### src/pkg/hub_port_cfg_defs.vh
// Constants for the hub port disable and power configuration block
`ifndef HUB_PORT_CFG_DEFS_VH
`define HUB_PORT_CFG_DEFS_VH

// ----------------------------------------------------------------------
// Register offsets
// ----------------------------------------------------------------------
`define OFS_CFG_BYTE3 8'h08
`define OFS_NON_REMOVABLE 8'h09
`define OFS_SELF_PWR_MASK 8'h0a
`define OFS_BUS_PWR_MASK 8'h0b
`define OFS_SELF_PWR_BUDGET 8'h0c

// ----------------------------------------------------------------------
// Field positions
// ----------------------------------------------------------------------
`define BIT_REMAP_EN 3
`define BIT_COMPOUND 3
`define PORT_LO 1
`define PORT_HI 4

// ----------------------------------------------------------------------
// Reset values
// ----------------------------------------------------------------------
`define RST_CFG_BYTE3 8'h00
`define RST_MASK 8'h00
`define RST_BUDGET 8'h32
`define RST_NON_REMOVABLE 8'h00

`endif

### src/hub_port_disable_power_config.v
// Port disable masks, power budget and port numbering for the hub
//
// Functional notes
// - The self-powered mask has eight bits and a set bit disables a port.
// - Mask bits 1 to 4 drive ports 1 to 4; bits 0 and 5 to 7 are spare.
// - The masks act only while the remap enable bit is zero.
// - A disabled port stays unavailable and cannot be enabled by the host.
// - The reported port count equals the number of ports left enabled.
// - Remaining ports are numbered contiguously from one.
// - In the default configuration the strap pins choose disabled ports.
// - The bus-powered mask uses the same encoding and strap defaults.
// - The self-powered budget is eight bits in steps of 2 mA.
// - Bit 3 of configuration byte 3 is the remap enable.
// - The compound flag is reported and needs non-removable ports.
`include "hub_port_cfg_defs.vh"

module hub_port_disable_power_config #(
    parameter NPORT = 4
) (
    // Clock, reset, enable
    input wire CLK_SYS_I,
    input wire RESETN_I,
    input wire CLK_EN_I,
    // Configuration register port
    input wire [7:0] CFG_ADDR_I,
    input wire CFG_WR_I,
    input wire [7:0] CFG_WDATA_I,
    output reg [7:0] CFG_RDATA_O,
    // Default configuration select and straps
    input wire USE_DEFAULT_I,
    input wire [NPORT:1] STRAP_POS_I,
    input wire [NPORT:1] STRAP_NEG_I,
    // Power mode, 1 = self-powered
    input wire SELF_POWERED_I,
    // Results toward the hub core
    output reg [NPORT:1] PORT_ENABLED_O,
    output reg [2:0] PORT_COUNT_O,
    output reg [3*NPORT-1:0] PORT_LOGICAL_O,
    output reg [7:0] CURRENT_BUDGET_O,
    output reg COMPOUND_O,
    output reg REMAP_ACTIVE_O
);

    // ------------------------------------------------------------------
    // Input synchronisers
    // ------------------------------------------------------------------
    reg [2*NPORT:0] sync1_reg, sync2_reg, sync3_reg;
    reg [2*NPORT:0] pins_reg;
    wire [2*NPORT:0] pins_raw;
    wire [2*NPORT:0] pins_next;
    assign pins_raw = {SELF_POWERED_I, STRAP_NEG_I, STRAP_POS_I};

    // Per-pin agreement filter; a level seen by only one of the last
    // two stages may be settling debris, so the old level is kept
    genvar g;
    generate
        for (g = 0; g <= 2*NPORT; g = g + 1) begin : g_pin_filter
            assign pins_next[g] = (sync2_reg[g] == sync3_reg[g]) ?
                                  sync3_reg[g] : pins_reg[g];
        end
    endgenerate

    // Three stages; a level is taken once stages two and three agree
    // Reset level is low for every pin, so a held pin shows after a while
    always @(posedge CLK_SYS_I or negedge RESETN_I) begin
        if (!RESETN_I) begin
            sync1_reg <= {(2*NPORT+1){1'b0}};
            sync2_reg <= {(2*NPORT+1){1'b0}};
            sync3_reg <= {(2*NPORT+1){1'b0}};
            pins_reg <= {(2*NPORT+1){1'b0}};
        end else if (CLK_EN_I) begin
            sync1_reg <= pins_raw;
            sync2_reg <= sync1_reg;
            sync3_reg <= sync2_reg;
            pins_reg <= pins_next;
        end
    end

    // Filtered levels; a pin change takes five edges to reach the outputs
    wire [NPORT:1] strap_pos = pins_reg[NPORT-1:0];
    wire [NPORT:1] strap_neg = pins_reg[2*NPORT-1:NPORT];
    wire self_pwr = pins_reg[2*NPORT];

    // ------------------------------------------------------------------
    // Registers
    // ------------------------------------------------------------------
    // Full bytes kept, so software reads back exactly what it wrote
    reg [7:0] cfg3_reg;
    reg [7:0] nonrem_reg;
    reg [7:0] sp_mask_reg;
    reg [7:0] bp_mask_reg;
    reg [7:0] budget_reg;

    // ------------------------------------------------------------------
    // Register select
    // ------------------------------------------------------------------
    localparam SEL_NONE = 5'h00;
    localparam SEL_CFG3 = 5'h01;
    localparam SEL_NONREM = 5'h02;
    localparam SEL_SP_MASK = 5'h04;
    localparam SEL_BP_MASK = 5'h08;
    localparam SEL_BUDGET = 5'h10;

    // One-hot select shared by the write and read paths, so both
    // always agree on which offsets exist
    function [4:0] reg_select;
        input [7:0] addr;
        begin
            case (addr)
                `OFS_CFG_BYTE3: reg_select = SEL_CFG3;
                `OFS_NON_REMOVABLE: reg_select = SEL_NONREM;
                `OFS_SELF_PWR_MASK: reg_select = SEL_SP_MASK;
                `OFS_BUS_PWR_MASK: reg_select = SEL_BP_MASK;
                `OFS_SELF_PWR_BUDGET: reg_select = SEL_BUDGET;
                default: reg_select = SEL_NONE;
            endcase
        end
    endfunction

    wire [4:0] reg_sel = reg_select(CFG_ADDR_I);

    // Register writes; all eight bits stored, reserved ones too
    // Writes to unmapped offsets change nothing
    always @(posedge CLK_SYS_I or negedge RESETN_I) begin
        if (!RESETN_I) begin
            cfg3_reg <= `RST_CFG_BYTE3;
            nonrem_reg <= `RST_NON_REMOVABLE;
            sp_mask_reg <= `RST_MASK;
            bp_mask_reg <= `RST_MASK;
            budget_reg <= `RST_BUDGET;
        end else if (CLK_EN_I && CFG_WR_I) begin
            case (reg_sel)
                SEL_CFG3: cfg3_reg <= CFG_WDATA_I;
                SEL_NONREM: nonrem_reg <= CFG_WDATA_I;
                SEL_SP_MASK: sp_mask_reg <= CFG_WDATA_I;
                SEL_BP_MASK: bp_mask_reg <= CFG_WDATA_I;
                SEL_BUDGET: budget_reg <= CFG_WDATA_I;
                default: cfg3_reg <= cfg3_reg;
            endcase
        end
    end

    // Read mux; unmapped offsets read zero
    // Combinational, so the address must stand while data is taken
    always @* begin
        case (reg_sel)
            SEL_CFG3: CFG_RDATA_O = cfg3_reg;
            SEL_NONREM: CFG_RDATA_O = nonrem_reg;
            SEL_SP_MASK: CFG_RDATA_O = sp_mask_reg;
            SEL_BP_MASK: CFG_RDATA_O = bp_mask_reg;
            SEL_BUDGET: CFG_RDATA_O = budget_reg;
            default: CFG_RDATA_O = 8'h00;
        endcase
    end

    // ------------------------------------------------------------------
    // Disable selection
    // ------------------------------------------------------------------
    wire remap_en = cfg3_reg[`BIT_REMAP_EN];
    // Either strap pin of a port pulls it out of service
    wire [NPORT:1] strap_off = strap_pos | strap_neg;
    wire [NPORT:1] sp_bits = sp_mask_reg[NPORT:1];
    wire [NPORT:1] bp_bits = bp_mask_reg[NPORT:1];
    reg [NPORT:1] off_sel;

    // Mask follows the synchronised power mode; straps override regs
    // Remap mode hands port control elsewhere, so every port stays on
    always @* begin
        if (USE_DEFAULT_I)
            off_sel = strap_off;
        else if (self_pwr)
            off_sel = sp_bits;
        else
            off_sel = bp_bits;
        if (remap_en)
            off_sel = {NPORT{1'b0}};
    end

    // Port numbering is a separate combinational leaf
    // The count is three bits wide, which limits NPORT to seven
    wire [2:0] count_w;
    wire [3*NPORT-1:0] logical_w;
    port_renumber #(
        .NPORT(NPORT)
    ) u_renumber (
        .enabled_i(~off_sel),
        .count_o(count_w),
        .logical_o(logical_w)
    );

    // ------------------------------------------------------------------
    // Registered outputs
    // ------------------------------------------------------------------
    // Outputs registered so the hub core never sees decode glitches
    // Low clock enable holds every output but CFG_RDATA_O at its last value
    always @(posedge CLK_SYS_I or negedge RESETN_I) begin
        if (!RESETN_I) begin
            PORT_ENABLED_O <= {NPORT{1'b0}};
            PORT_COUNT_O <= 3'h0;
            PORT_LOGICAL_O <= {(3*NPORT){1'b0}};
            CURRENT_BUDGET_O <= `RST_BUDGET;
            COMPOUND_O <= 1'b0;
            REMAP_ACTIVE_O <= 1'b0;
        end else if (CLK_EN_I) begin
            PORT_ENABLED_O <= ~off_sel;
            PORT_COUNT_O <= count_w;
            PORT_LOGICAL_O <= logical_w;
            CURRENT_BUDGET_O <= budget_reg;
            // Any non-removable port marks a compound device
            COMPOUND_O <= |nonrem_reg[`PORT_HI:`PORT_LO];
            REMAP_ACTIVE_O <= remap_en;
        end
    end

endmodule // hub_port_disable_power_config

### src/port_renumber.v
// Maps the enabled physical ports onto contiguous logical numbers
module port_renumber #(
    parameter NPORT = 4
) (
    input wire [NPORT:1] enabled_i,
    output reg [2:0] count_o,
    output reg [3*NPORT-1:0] logical_o
);
    integer p;
    reg [2:0] next_num;

    // Walk ports low to high; each enabled port takes the next number
    always @* begin
        next_num = 3'h0;
        logical_o = {(3*NPORT){1'b0}};
        for (p = 1; p <= NPORT; p = p + 1) begin
            if (enabled_i[p]) begin
                next_num = next_num + 3'h1;
                logical_o[3*(p-1) +: 3] = next_num;
            end
        end
        count_o = next_num;
    end
endmodule // port_renumber

### config.mk
export PLATFORM = sky130hd
export DESIGN_NAME = hub_port_disable_power_config
export DESIGN_NICKNAME = d
export VERILOG_FILES = /design/src/hub_port_disable_power_config.v /design/src/port_renumber.v
export VERILOG_INCLUDE_DIRS = /design/src /design/src/pkg
export SDC_FILE = /design/constraint.sdc
export NUM_CORES = 1
export LEC_CHECK = 0
export BUFFER_PORTS_ARGS = -buffer_cell sky130_fd_sc_hd__buf_4
export CAP_MARGIN = 10
export CORE_ASPECT_RATIO = 1.75
export CORE_MARGIN = 10
export CORE_UTILIZATION = 55
export DETAILED_ROUTE_END_ITERATION = 7
export HOLD_SLACK_MARGIN = 0.12
export PLACE_DENSITY_LB_ADDON = 0.15
export SETUP_SLACK_MARGIN = 0.2
export SKIP_CTS_REPAIR_TIMING = 1
export SKIP_LAST_GASP = 1
export SLEW_MARGIN = 20
export SYNTH_ARGS = -nofsm -noshare
export SYNTH_HDL_FRONTEND = slang
export SYNTH_SLANG_ARGS = --single-unit
### constraint.sdc
create_clock -name CLK_SYS_I -period 4 [get_ports CLK_SYS_I]
set_clock_uncertainty 0.05 [all_clocks]
set_input_delay 0.2 -clock CLK_SYS_I [delete_from_list [all_inputs] [get_ports CLK_SYS_I]]
set_output_delay 0.2 -clock CLK_SYS_I [all_outputs]
set_load 0.02 [all_outputs]
**Word-level counts from Yosys, hierarchy flattened**

Index checks and enable logic that the tools add are counted.

- Memories kept: 0
- RAM bits: 0
- Memory bits (read-only): 0
- Input bits: 30
- Register bits: 105
- Latch bits: 0
- Logic and storage cells: 75
- Output and inout port bits: 37

- Equal/unequal tests: 19
- Shift-type cells: 0
- $mul: 0
- $lt $le $gt $ge: 0
- Mux-type cells: 12
- Divide/modulo/power cells: 0
- Bitwise operators: 2
- Add/sub/neg operators: 3
- Reductions and logical operators: 16

Operators by type and width:

| cell | count |
|---|---|
| equality test 8 x 4 -> 1 bit, second input constant | 5 |
| one-hot mux 8 bit (5 select lines) | 1 |
| AND reduction 2 bit | 14 |
| one-hot mux 5 bit (5 select lines) | 1 |
| 2-to-1 mux 3 bit | 6 |
| 2-to-1 mux 4 bit | 3 |
| equality test 1 bit | 9 |
| adder 3 x 1 -> 3 bit, second input constant | 2 |
| equality test 5 x 1 -> 1 bit, second input constant | 1 |
| equality test 5 x 2 -> 1 bit, second input constant | 1 |
| equality test 5 x 3 -> 1 bit, second input constant | 1 |
| equality test 5 x 4 -> 1 bit, second input constant | 1 |
| equality test 5 bit, second input constant | 1 |
| inverter 4 bit | 1 |
| bitwise OR 4 bit | 1 |
| OR reduction 4 bit | 1 |
| adder 1 x 1 -> 2 bit, second input constant | 1 |
| logical AND 1 bit | 1 |
| 2-to-1 mux 1 bit | 1 |

**Longest topological paths before layout**

Gate-level depths: netlist of run 1.

- Depth in word-level cells: 11
- Mapped depth: 12
- Depth with buffers taken out: 12

**By module**

From an unflattened synthesis of run 1, not the netlist that was laid out.

- Cells, all modules: 359
- Area, all modules: 4803.4 µm²

Modules (own cells, without submodules):

| module | times used | cells each | area an instance (µm²) | sequential area each (µm²) |
|---|---|---|---|---|
| hub_port_disable_power_config | 1 | 323 | 4528.1 | 2635.0 |
| port_renumber | 1 | 36 | 275.3 | 0.0 |

**Least setup slack after synthesis of run 1**

Ideal clock, no wire load.

- Path kind: register to register
- From: register pins_reg[8]
- To: register PORT_COUNT_O[1]
- Clock period less this slack: 2.383 ns
- Data arrival time: 2.196 ns
- Required time: 3.814 ns
- Buffers on the path: 1
- Setup slack: 1.617 ns
- Setup time: 0.136 ns
- Stages on the path, launching flop included: 12
- Cell sequence: dfrtp_1 > buf_2 > mux2i_1 > a211oi_1 > inv_1 > ha_1 > inv_1 > ha_1 > inv_1 > ha_1 > mux2i_1 > a21oi_1

- Cells in the longest elaborated chain, start to end: 11

RTL lines:

| what | line | text |
|---|---|---|
| from (decl) | hub_port_disable_power_config.v:48 | `reg [2*NPORT:0] pins_reg;` |
| from (signal assigned) | hub_port_disable_power_config.v:70 | `pins_reg <= {(2*NPORT+1){1'b0}};` |
| from (signal assigned) | hub_port_disable_power_config.v:75 | `pins_reg <= pins_next;` |
| 2-to-1 mux 4 bit * | hub_port_disable_power_config.v:171 | `else if (self_pwr)` |
| 2-to-1 mux 4 bit * | hub_port_disable_power_config.v:169 | `if (USE_DEFAULT_I)` |
| 2-to-1 mux 4 bit * | hub_port_disable_power_config.v:175 | `if (remap_en)` |
| inverter 4 bit * | hub_port_disable_power_config.v:186 | `.enabled_i(~off_sel),` |
| 2-to-1 mux 1 bit * | - |  |
| named net logical_w[0] | hub_port_disable_power_config.v:182 | `wire [3*NPORT-1:0] logical_w;` |
| adder 1 x 1 -> 2 bit | port_renumber.v:18 | `next_num = next_num + 3'h1;` |
| 2-to-1 mux 3 bit * | port_renumber.v:17 | `if (enabled_i[p]) begin` |
| adder 3 x 1 -> 3 bit | port_renumber.v:18 |  |
| 2-to-1 mux 3 bit * | port_renumber.v:17 |  |
| adder 3 x 1 -> 3 bit | port_renumber.v:18 |  |
| 2-to-1 mux 3 bit * | port_renumber.v:17 |  |
| to (signal assigned) | hub_port_disable_power_config.v:206 | `PORT_COUNT_O <= count_w;` |
| to (decl) | hub_port_disable_power_config.v:37 | `output reg [2:0] PORT_COUNT_O,` |

Mark *: on every way through the listed nets, which the timed path passes. The rest lies on a longest branch.
A chain may end at the register's enable or synchronous reset.

**Worst setup path after layout of run 1**

Same ends and word-level chain as after synthesis.

==> impl_metrics.tcl, run 1 <==
set metrics [dict create \
    fin_cells 506 \
    port_buffers 63 \
    synth_warnings 0 \
    setup_tns_ns 0 \
    initial_core_util_pct 56.42 \
    synth.avg_cell_area_sq_um 13.48 \
    die_area_sq_um 12260 \
    worstSetupPathType "flip-flop to flip-flop" \
    grt_remaining_overflow 0 \
    drv_cap 0 \
    place.gp.congestion 0.7696 \
    path_clk_slew_ns 0.06 \
    fin_crit_ns 2.638 \
    ys.flop_type "dfrtp_1" \
    num_rows 43 \
    synth_edf_count 0 \
    yosysSeqAreaShare_pct 56.81 \
    netlist_instances 331 \
    maxSlewViolCount 0 \
    io_pins 67 \
    synthTopCellsByArea "dfrtp_1 53%, mux2_2 16%, mux2_1 4.3%" \
    status "finished, final reports clean" \
    area_growth_pct 22.69 \
    hold_path_class "primary input to flip-flop" \
    die_h_um 139.2 \
    p_leak_nw 2.602 \
    first_iter_violations 155 \
    post_drt_via_cell_ratio 5.557 \
    ys_types 35 \
    rr_startpoint "pins_reg[8]$_DFFE_PN0P_" \
    clockBufferDepth 2 \
    wire_per_inst_um 17.82 \
    post-route-period-util_pct 65.94 \
    cts_buffers 9 \
    stdcell_area_sq_um 5474 \
    crit_start "pins_reg[8]$_DFFE_PN0P_" \
    antenna_cells 0 \
    final_nets 447 \
    rsz0062_at_grt "no" \
    yosysTopAreaCell "dfrtp_1" \
    layout-drive-gt1-share_pct 39.42 \
    vdd_drop_max_uv 360.9 \
    cp_max_fo 6 \
    endpoint_kind "flip-flop" \
    cts.sinks 101 \
    hpwl_mm 6.446 \
    cts_tree "done" \
    tightest_slew_ns 0.8651 \
    hold_start "CFG_WR_I" \
    fp.coreArea_sq_um 7909 \
    die_w_um 88.09 \
    ant_nets 0 \
    totalPowerFinal_mw 2.599 \
    htreeDepth 3 \
    drc 0 \
    syn_area_sq_um 4462 \
    synth_common_cells "95 x dfrtp_1, 65 x mux2_2, 25 x nor2_1" \
    dpl.cell_count 471 \
    setup_ws_ns 1.362 \
    wl_mm 9.015 \
    first_pass_iters 4 \
    async_reset_ff_share_pct 100.0 \
    postLayoutCoreUtil_pct 69.21 \
    via_count 2812 \
    grt_pass1_wl_mm 14.74 \
    root_buffer "clkbuf_16" \
    cp.required_ns 4.13 \
    slew_headroom_pct 42.32 \
    ys_seq_elements 101 \
    max_freq_ghz 0.3791 \
    n_fill_cell 577 \
    globalRouteTotalUtil_pct 15.18 \
    grt_max_degree 78 \
    dp_slack_ns 1.383 \
    synth.most_common_cell "dfrtp_1" \
    synthDominantCellAreaShare_pct 53.28 \
    clk_latency_ns 0.34 \
    worst_setup_path_start_kind "flip-flop" \
    cp_data_arrival_time_ns 2.77 \
    power.density_nw_per_um2 474.8 \
    holdWs_ns 0.3610 \
    place_area_sq_um 4986 \
    setup_violations 0 \
    hold_viol_final 0 \
    grt_pass1_vias 2935 \
    antenna_found_initial 0 \
]
[power by group]
part           switching [mW]  leakage [nW]  internal, mW
sequential             0.0932          1.28          1.15
clock                   0.344         0.144         0.520
combinational           0.249          1.17         0.241
[kinds of logic after synthesis]
group                    Yosys count  share of synthesized area, %
buffers and inverters             29                         2.888
multiplexers                      97                         26.30
XOR/XNOR                           2                        0.3927
adder cells (fa/ha/maj)            6                         1.683
other                              1                       0.08405
AO/OA/AOI/OAI                     39                         5.216
AND/OR/NAND/NOR                   56                         6.618
flip-flops                       101                         56.81
[worst paths after layout]
check / depth (start not counted) / endpoint / slack (ns)
worst max-delay path: 10 / PORT_COUNT_O[1]$_DFFE_PN0P_ / 1.36
worst min register to register: 1 / bp_mask_reg[7]$_DFFE_PN0P_ / 0.44
worst max register to register: 10 / PORT_COUNT_O[1]$_DFFE_PN0P_ / 1.36
min in group asynchronous: 2 / PORT_ENABLED_O[4]$_DFFE_PN0P_ / 0.46
max in group asynchronous: 3 / budget_reg[4]$_DFFE_PN1P_ / 2.47
worst min-delay path: 4 / budget_reg[3]$_DFFE_PN0P_ / 0.36
[routing by layer]
layer  GRT usage [%]  share of wire (%)
met3           4.235                5.7
met1           17.28                 39
met4           6.888                2.4
met5               0                  0
met2           25.31                 53
[placed cells by master, fill, tap and decap left out, types with 2 or more instances in the layout]
cell type / netlist / routed
dfrtp_1: 95 / 95
mux2_2: 65 / 65
buf_4: 4 / 65
nor2_1: 25 / 25
a21oi_1: 24 / 24
dlygate4sd3_1: 0 / 19
mux2_1: 17 / 17
inv_1: 11 / 11
nand2b_1: 9 / 9
clkbuf_16: 0 / 9
mux4_2: 8 / 8
a22oi_1: 8 / 8
mux2i_1: 7 / 7
dfstp_2: 6 / 6
nand2_1: 6 / 6
ha_1: 6 / 6
clkbuf_1: 9 / 4
nor3_1: 3 / 3
conb_1: 1 / 3
nor4_1: 2 / 2
a211oi_1: 2 / 2
nor3b_1: 2 / 2
nand3_1: 2 / 2
o21ai_0: 2 / 2
nand3_2: 2 / 2
clkbuf_8: 0 / 2
[worst max-delay path, cell delays in order (launching register included)]
cell and delay (ns):
dfrtp_1 0.47, mux2i_1 0.16, a211oi_1 0.51, inv_1 0.10
ha_1 0.30, inv_1 0.05, ha_1 0.29, inv_1 0.04
ha_1 0.27, mux2i_1 0.15, a21oi_1 0.09
[area by class of cell]
type | instances | area, sq um | share of cell area (%)
Clock inverter | 1 | 30.03 | 0.5486
Multi-Input combinational cell | 203 | 1805 | 32.98
Timing Repair Buffer | 84 | 678.2 | 12.39
Tap cell | 90 | 112.6 | 2.057
Inverter | 12 | 45.04 | 0.8229
Sequential cell | 101 | 2535 | 46.31
Clock buffer | 15 | 267.8 | 4.891
(Power assumes the default switching activity.)
==> run 2, diff against run 1 <==
==> constraint.sdc (replaced) <==
create_clock -name CLK_SYS_I -period 2.7 [get_ports CLK_SYS_I]
set_clock_uncertainty 0.05 [all_clocks]
set_input_delay 0.135 -clock CLK_SYS_I [delete_from_list [all_inputs] [get_ports CLK_SYS_I]]
set_output_delay 0.135 -clock CLK_SYS_I [all_outputs]
set_load 0.02 [all_outputs]
==> run 2 against run 1 <==
Non-clock buffer count grew 4. Largest cell class unchanged. Hold slack lost 0.27 ns. Maximum frequency grew 12%. Register-to-register slack lost 1.0 ns. First-iteration DRC count shrank 42%. Critical path type unchanged. Largest power group unchanged. Sequential cell count is the same. Highest routed layer unchanged. Via count grew 1.6%.
==> impl_metrics.tcl, run 2 (synthesis gave the netlist of run 1 again) <==
set metrics [dict create \
    layout_commonest_cell "dfrtp_1" \
    clockBufferDepth 2 \
    path_clk_slew_ns 0.06 \
    totalPowerFinal_mw 3.854 \
    cp_data_arrival_time_ns 2.51 \
    post_drt_via_cell_ratio 5.604 \
    dr_wl_met2_mm 5.099 \
    seq_area_sq_um 2536 \
    port_buffers 63 \
    ant_nets 0 \
    path_delay_family "adder cells" \
    layout-drive-gt1-share_pct 41.67 \
    cts_buffers 9 \
    first_pass_iters 4 \
    place_area_sq_um 5036 \
    hpwl_mm 6.603 \
    worst_path_max_delay_cell "dfrtp_2" \
    fin_crit_ns 2.350 \
    endpoint_kind "flip-flop" \
    multi_input_area_sq_um 1815 \
    slew_headroom_pct 61.50 \
    cp.required_ns 2.86 \
    highest_layer "met4" \
    fp.coreArea_sq_um 7909 \
    root_buffer "clkbuf_16" \
    grt_pass1_wl_mm 14.90 \
    cts.sinks 101 \
    tightest_slew_ns 0.5775 \
    met1_length_mm 3.536 \
    whs_path_depth 2 \
    cp_max_fo 6 \
    place.gp.congestion 0.7717 \
    wl_mm 9.305 \
    cpPeakStageDelay_ns 0.46 \
    globalRouteTotalUtil_pct 15.31 \
    cp_num_buf_inv 3 \
    io_pins 67 \
    drc 0 \
    drv_cap 0 \
    die_h_um 139.2 \
    crit_chain "mux2i_1, a211oi_2, inv_1, ha_1, inv_1, ha_1, inv_1, ha_1, nand2_1, xor2_1, a21oi_1" \
    final_nets 451 \
    wl_met3_um 509 \
    area_growth_pct 23.72 \
    holdWs_ns 0.09395 \
    status "finished, final reports clean" \
    via_count 2858 \
    dpl.cell_count 476 \
    cts_tree "done" \
    dp_slack_ns 0.2869 \
    p_leak_nw 2.634 \
    fin_cells 510 \
    layout_common_cells "94 x dfrtp_1, 69 x buf_4, 65 x mux2_2, 25 x nor2_1, 24 x a21oi_1" \
    rsz0062_at_grt "no" \
    ff2ff_path_depth 11 \
    hold_path_class "primary input to flip-flop" \
    grt_pass1_vias 2989 \
    grt_max_degree 58 \
    die_area_sq_um 12260 \
    wire_per_inst_um 18.25 \
    grt_remaining_overflow 0 \
    max_freq_ghz 0.4255 \
    clk_latency_ns 0.34 \
    setup_violations 0 \
    worst_setup_path_start_kind "flip-flop" \
    n_fill_cell 605 \
    setup_tns_ns 0 \
    stdcell_area_sq_um 5520 \
    hold_viol_final 0 \
    first_iter_violations 90 \
    vdd_drop_max_uv 572.1 \
    htreeDepth 3 \
    power.density_nw_per_um2 698.2 \
    num_rows 43 \
    initial_core_util_pct 56.42 \
    postLayoutCoreUtil_pct 69.80 \
    die_w_um 88.09 \
    post-route-period-util_pct 87.05 \
    setup_ws_ns 0.3496 \
    maxSlewViolCount 0 \
    antenna_found_initial 0 \
    worstSetupPathType "flip-flop to flip-flop" \
    path_depth 11 \
    antenna_cells 0 \
]
-- run 2: path summary, 6_finish.rpt --
kind	slack, ns	to	from
max	0.35	PORT_COUNT_O[2]$_DFFE_PN0P_	pins_reg[8]$_DFFE_PN0P_
min	0.09	PORT_ENABLED_O[4]$_DFFE_PN0P_	CLK_EN_I
max reg2reg	0.35	PORT_COUNT_O[2]$_DFFE_PN0P_	pins_reg[8]$_DFFE_PN0P_
min reg2reg	0.44	bp_mask_reg[7]$_DFFE_PN0P_	bp_mask_reg[7]$_DFFE_PN0P_
max in group asynchronous	1.56	CURRENT_BUDGET_O[1]$_DFFE_PN1P_	RESETN_I
min in group asynchronous	0.28	nonrem_reg[6]$_DFFE_PN0P_	RESETN_I
-- run 2: layer usage --
metal / track usage, % / vias to the layer above
met5: 0 / -
met4: 6.307 / 0
met3: 3.941 / 12
met2: 26.19 / 57
met1: 17.27 / 1451
li1: - / 1338
-- run 2: final cells by class --
cell class	count	share of cell area, %
Timing Repair Buffer	88	13.01
Multi-Input combinational cell	203	32.89
Sequential cell	101	45.94
Inverter	12	0.8160
Tap cell	90	2.040
Clock inverter	5	0.9066
Clock buffer	11	4.397
-- run 2: power by group --
part | leakage, nW | switching [mW] | total [mW] | internal [mW]
sequential | 1.28 | 0.139 | 1.84 | 1.71
clock | 0.149 | 0.523 | 1.26 | 0.737
combinational | 1.20 | 0.379 | 0.749 | 0.370
total | 2.63 | 1.04 | 3.85 | 2.81
==> run 3, diff against run 2 <==
--- a/config.mk
+++ b/config.mk
@@ -8,9 +8,8 @@
 export LEC_CHECK = 0
 export BUFFER_PORTS_ARGS = -buffer_cell sky130_fd_sc_hd__buf_4
 export CAP_MARGIN = 10
-export CORE_ASPECT_RATIO = 1.75
 export CORE_MARGIN = 10
-export CORE_UTILIZATION = 55
+export CORE_UTILIZATION = 57
 export DETAILED_ROUTE_END_ITERATION = 7
 export HOLD_SLACK_MARGIN = 0.12
 export PLACE_DENSITY_LB_ADDON = 0.15
==> run 3 against run 2 <==
Global-route usage rose by 0.11 points. Critical path type unchanged. Non-clock buffer count unchanged. Sequential cell count unchanged. Critical endpoint is now PORT_COUNT_O[1]$_DFFE_PN0P_. Sequential share of layout area rose by 0.44 points.
==> impl_metrics.tcl, run 3 (synthesis gave the netlist of run 1 again) <==
set metrics [dict create \
    io_pins 67 \
    area_growth_pct 22.55 \
    first_iter_violations 103 \
    cts_tree "done" \
    hpwl_mm 6.166 \
    via_count 2869 \
    grt_max_degree 62 \
    clockBufferDepth 2 \
    fp.coreArea_sq_um 7687 \
    wl_mm 9.013 \
    worst_setup_path_start_kind "flip-flop" \
    num_rows 32 \
    holdWs_ns 0.2248 \
    grt_pass1_vias 2851 \
    drc 0 \
    cts.sinks 101 \
    endpoint_kind "flip-flop" \
    setup_violations 0 \
    vdd_drop_max_uv 332.1 \
    post-route-period-util_pct 87.00 \
    tightest_slew_ns 0.7677 \
    cp.required_ns 2.88 \
    die_h_um 108.5 \
    postLayoutCoreUtil_pct 71.13 \
    antenna_found_initial 0 \
    hold_path_class "primary input to flip-flop" \
    cts_buffers 9 \
    htreeDepth 3 \
    ant_nets 0 \
    globalRouteTotalUtil_pct 15.42 \
    rsz0062_at_grt "no" \
    die_area_sq_um 11770 \
    reg2reg_slack_ns 0.35 \
    final_nets 451 \
    die_w_um 108.5 \
    antenna_cells 0 \
    layout-drive-gt1-share_pct 42.14 \
    fin_crit_ns 2.349 \
    max_freq_ghz 0.4257 \
    layout_common_cells "94 x dfrtp_1, 69 x buf_4, 65 x mux2_2, 25 x nor2_1, 24 x a21oi_1" \
    wire_per_inst_um 17.27 \
    port_buffers 63 \
    place.gp.congestion 0.7781 \
    setup_tns_ns 0 \
    layout_commonest_cell "dfrtp_1" \
    post_drt_via_cell_ratio 5.496 \
    initial_core_util_pct 58.04 \
    p_leak_nw 2.588 \
    cp_data_arrival_time_ns 2.53 \
    grt_pass1_wl_mm 14.34 \
    maxSlewViolCount 0 \
    root_buffer "clkbuf_8" \
    path_clk_slew_ns 0.09 \
    status "finished, final reports clean" \
    hold_viol_final 0 \
    worstSetupPathType "flip-flop to flip-flop" \
    cp_max_fo 5 \
    power.density_nw_per_um2 666.0 \
    first_pass_iters 4 \
    slew_headroom_pct 48.82 \
    grt_remaining_overflow 0 \
    drv_cap 0 \
    clk_latency_ns 0.36 \
]
-- run 3: cell type report --
cell class / count / area [sq um]
multi-input cells: 203 / 1827
flip-flops and latches: 101 / 2536
inverters: 12 / 45.04
clock buffers: 10 / 127.6
clock inverters: 6 / 86.33
well taps: 102 / 127.6
repair buffers: 88 / 718.2
fillers: 537 / 2220
-- run 3: power by group --
part	switching (mW)	internal, mW	leakage (nW)
registers	0.133	1.70	1.28
logic	0.381	0.385	1.20
clock network	0.516	0.523	0.107
total	1.03	2.61	2.59
-- run 3: per-stage QoR --
step                      instance area, sq um  worst slack, ns  total power [mW]  instances
after global routing                      5468           0.1929             3.834        522
after CTS                                 5243           0.1400             3.610        501
final                                     5468           0.3510             3.641        522
after floorplan                           4469           0.3175             2.290        333
after global placement                    5029           0.2739             2.555        485
after detailed placement                  5029           0.1687             2.586        485
-- run 3: routing by layer --
layer | track usage (%) | wire, um
met5 | 0 | 0
met4 | 4.520 | 97
met3 | 4.759 | 612
met2 | 24.35 | 4334
met1 | 20.11 | 3969
-- run 3: worst max-delay path: stages (launching register included) --
cell and delay [ns]:
dfrtp_2 0.46, mux2i_1 0.14, a211oi_1 0.34, inv_1 0.09, ha_1 0.30, inv_2 0.05, ha_4 0.26, inv_1 0.04
ha_1 0.27, mux2i_1 0.14, a21oi_1 0.08
-- run 3: final timing paths --
path,from,to,cells past startpoint
min reg2reg,sync3_reg[2]$_DFFE_PN0P_,pins_reg[2]$_DFFE_PN0P_,2
max,pins_reg[8]$_DFFE_PN0P_,PORT_COUNT_O[1]$_DFFE_PN0P_,10
max reg2reg,pins_reg[8]$_DFFE_PN0P_,PORT_COUNT_O[1]$_DFFE_PN0P_,10
min,CLK_EN_I,pins_reg[2]$_DFFE_PN0P_,3
min in group asynchronous,RESETN_I,PORT_LOGICAL_O[8]$_DFFE_PN0P_,2
max in group asynchronous,RESETN_I,budget_reg[1]$_DFFE_PN1P_,3
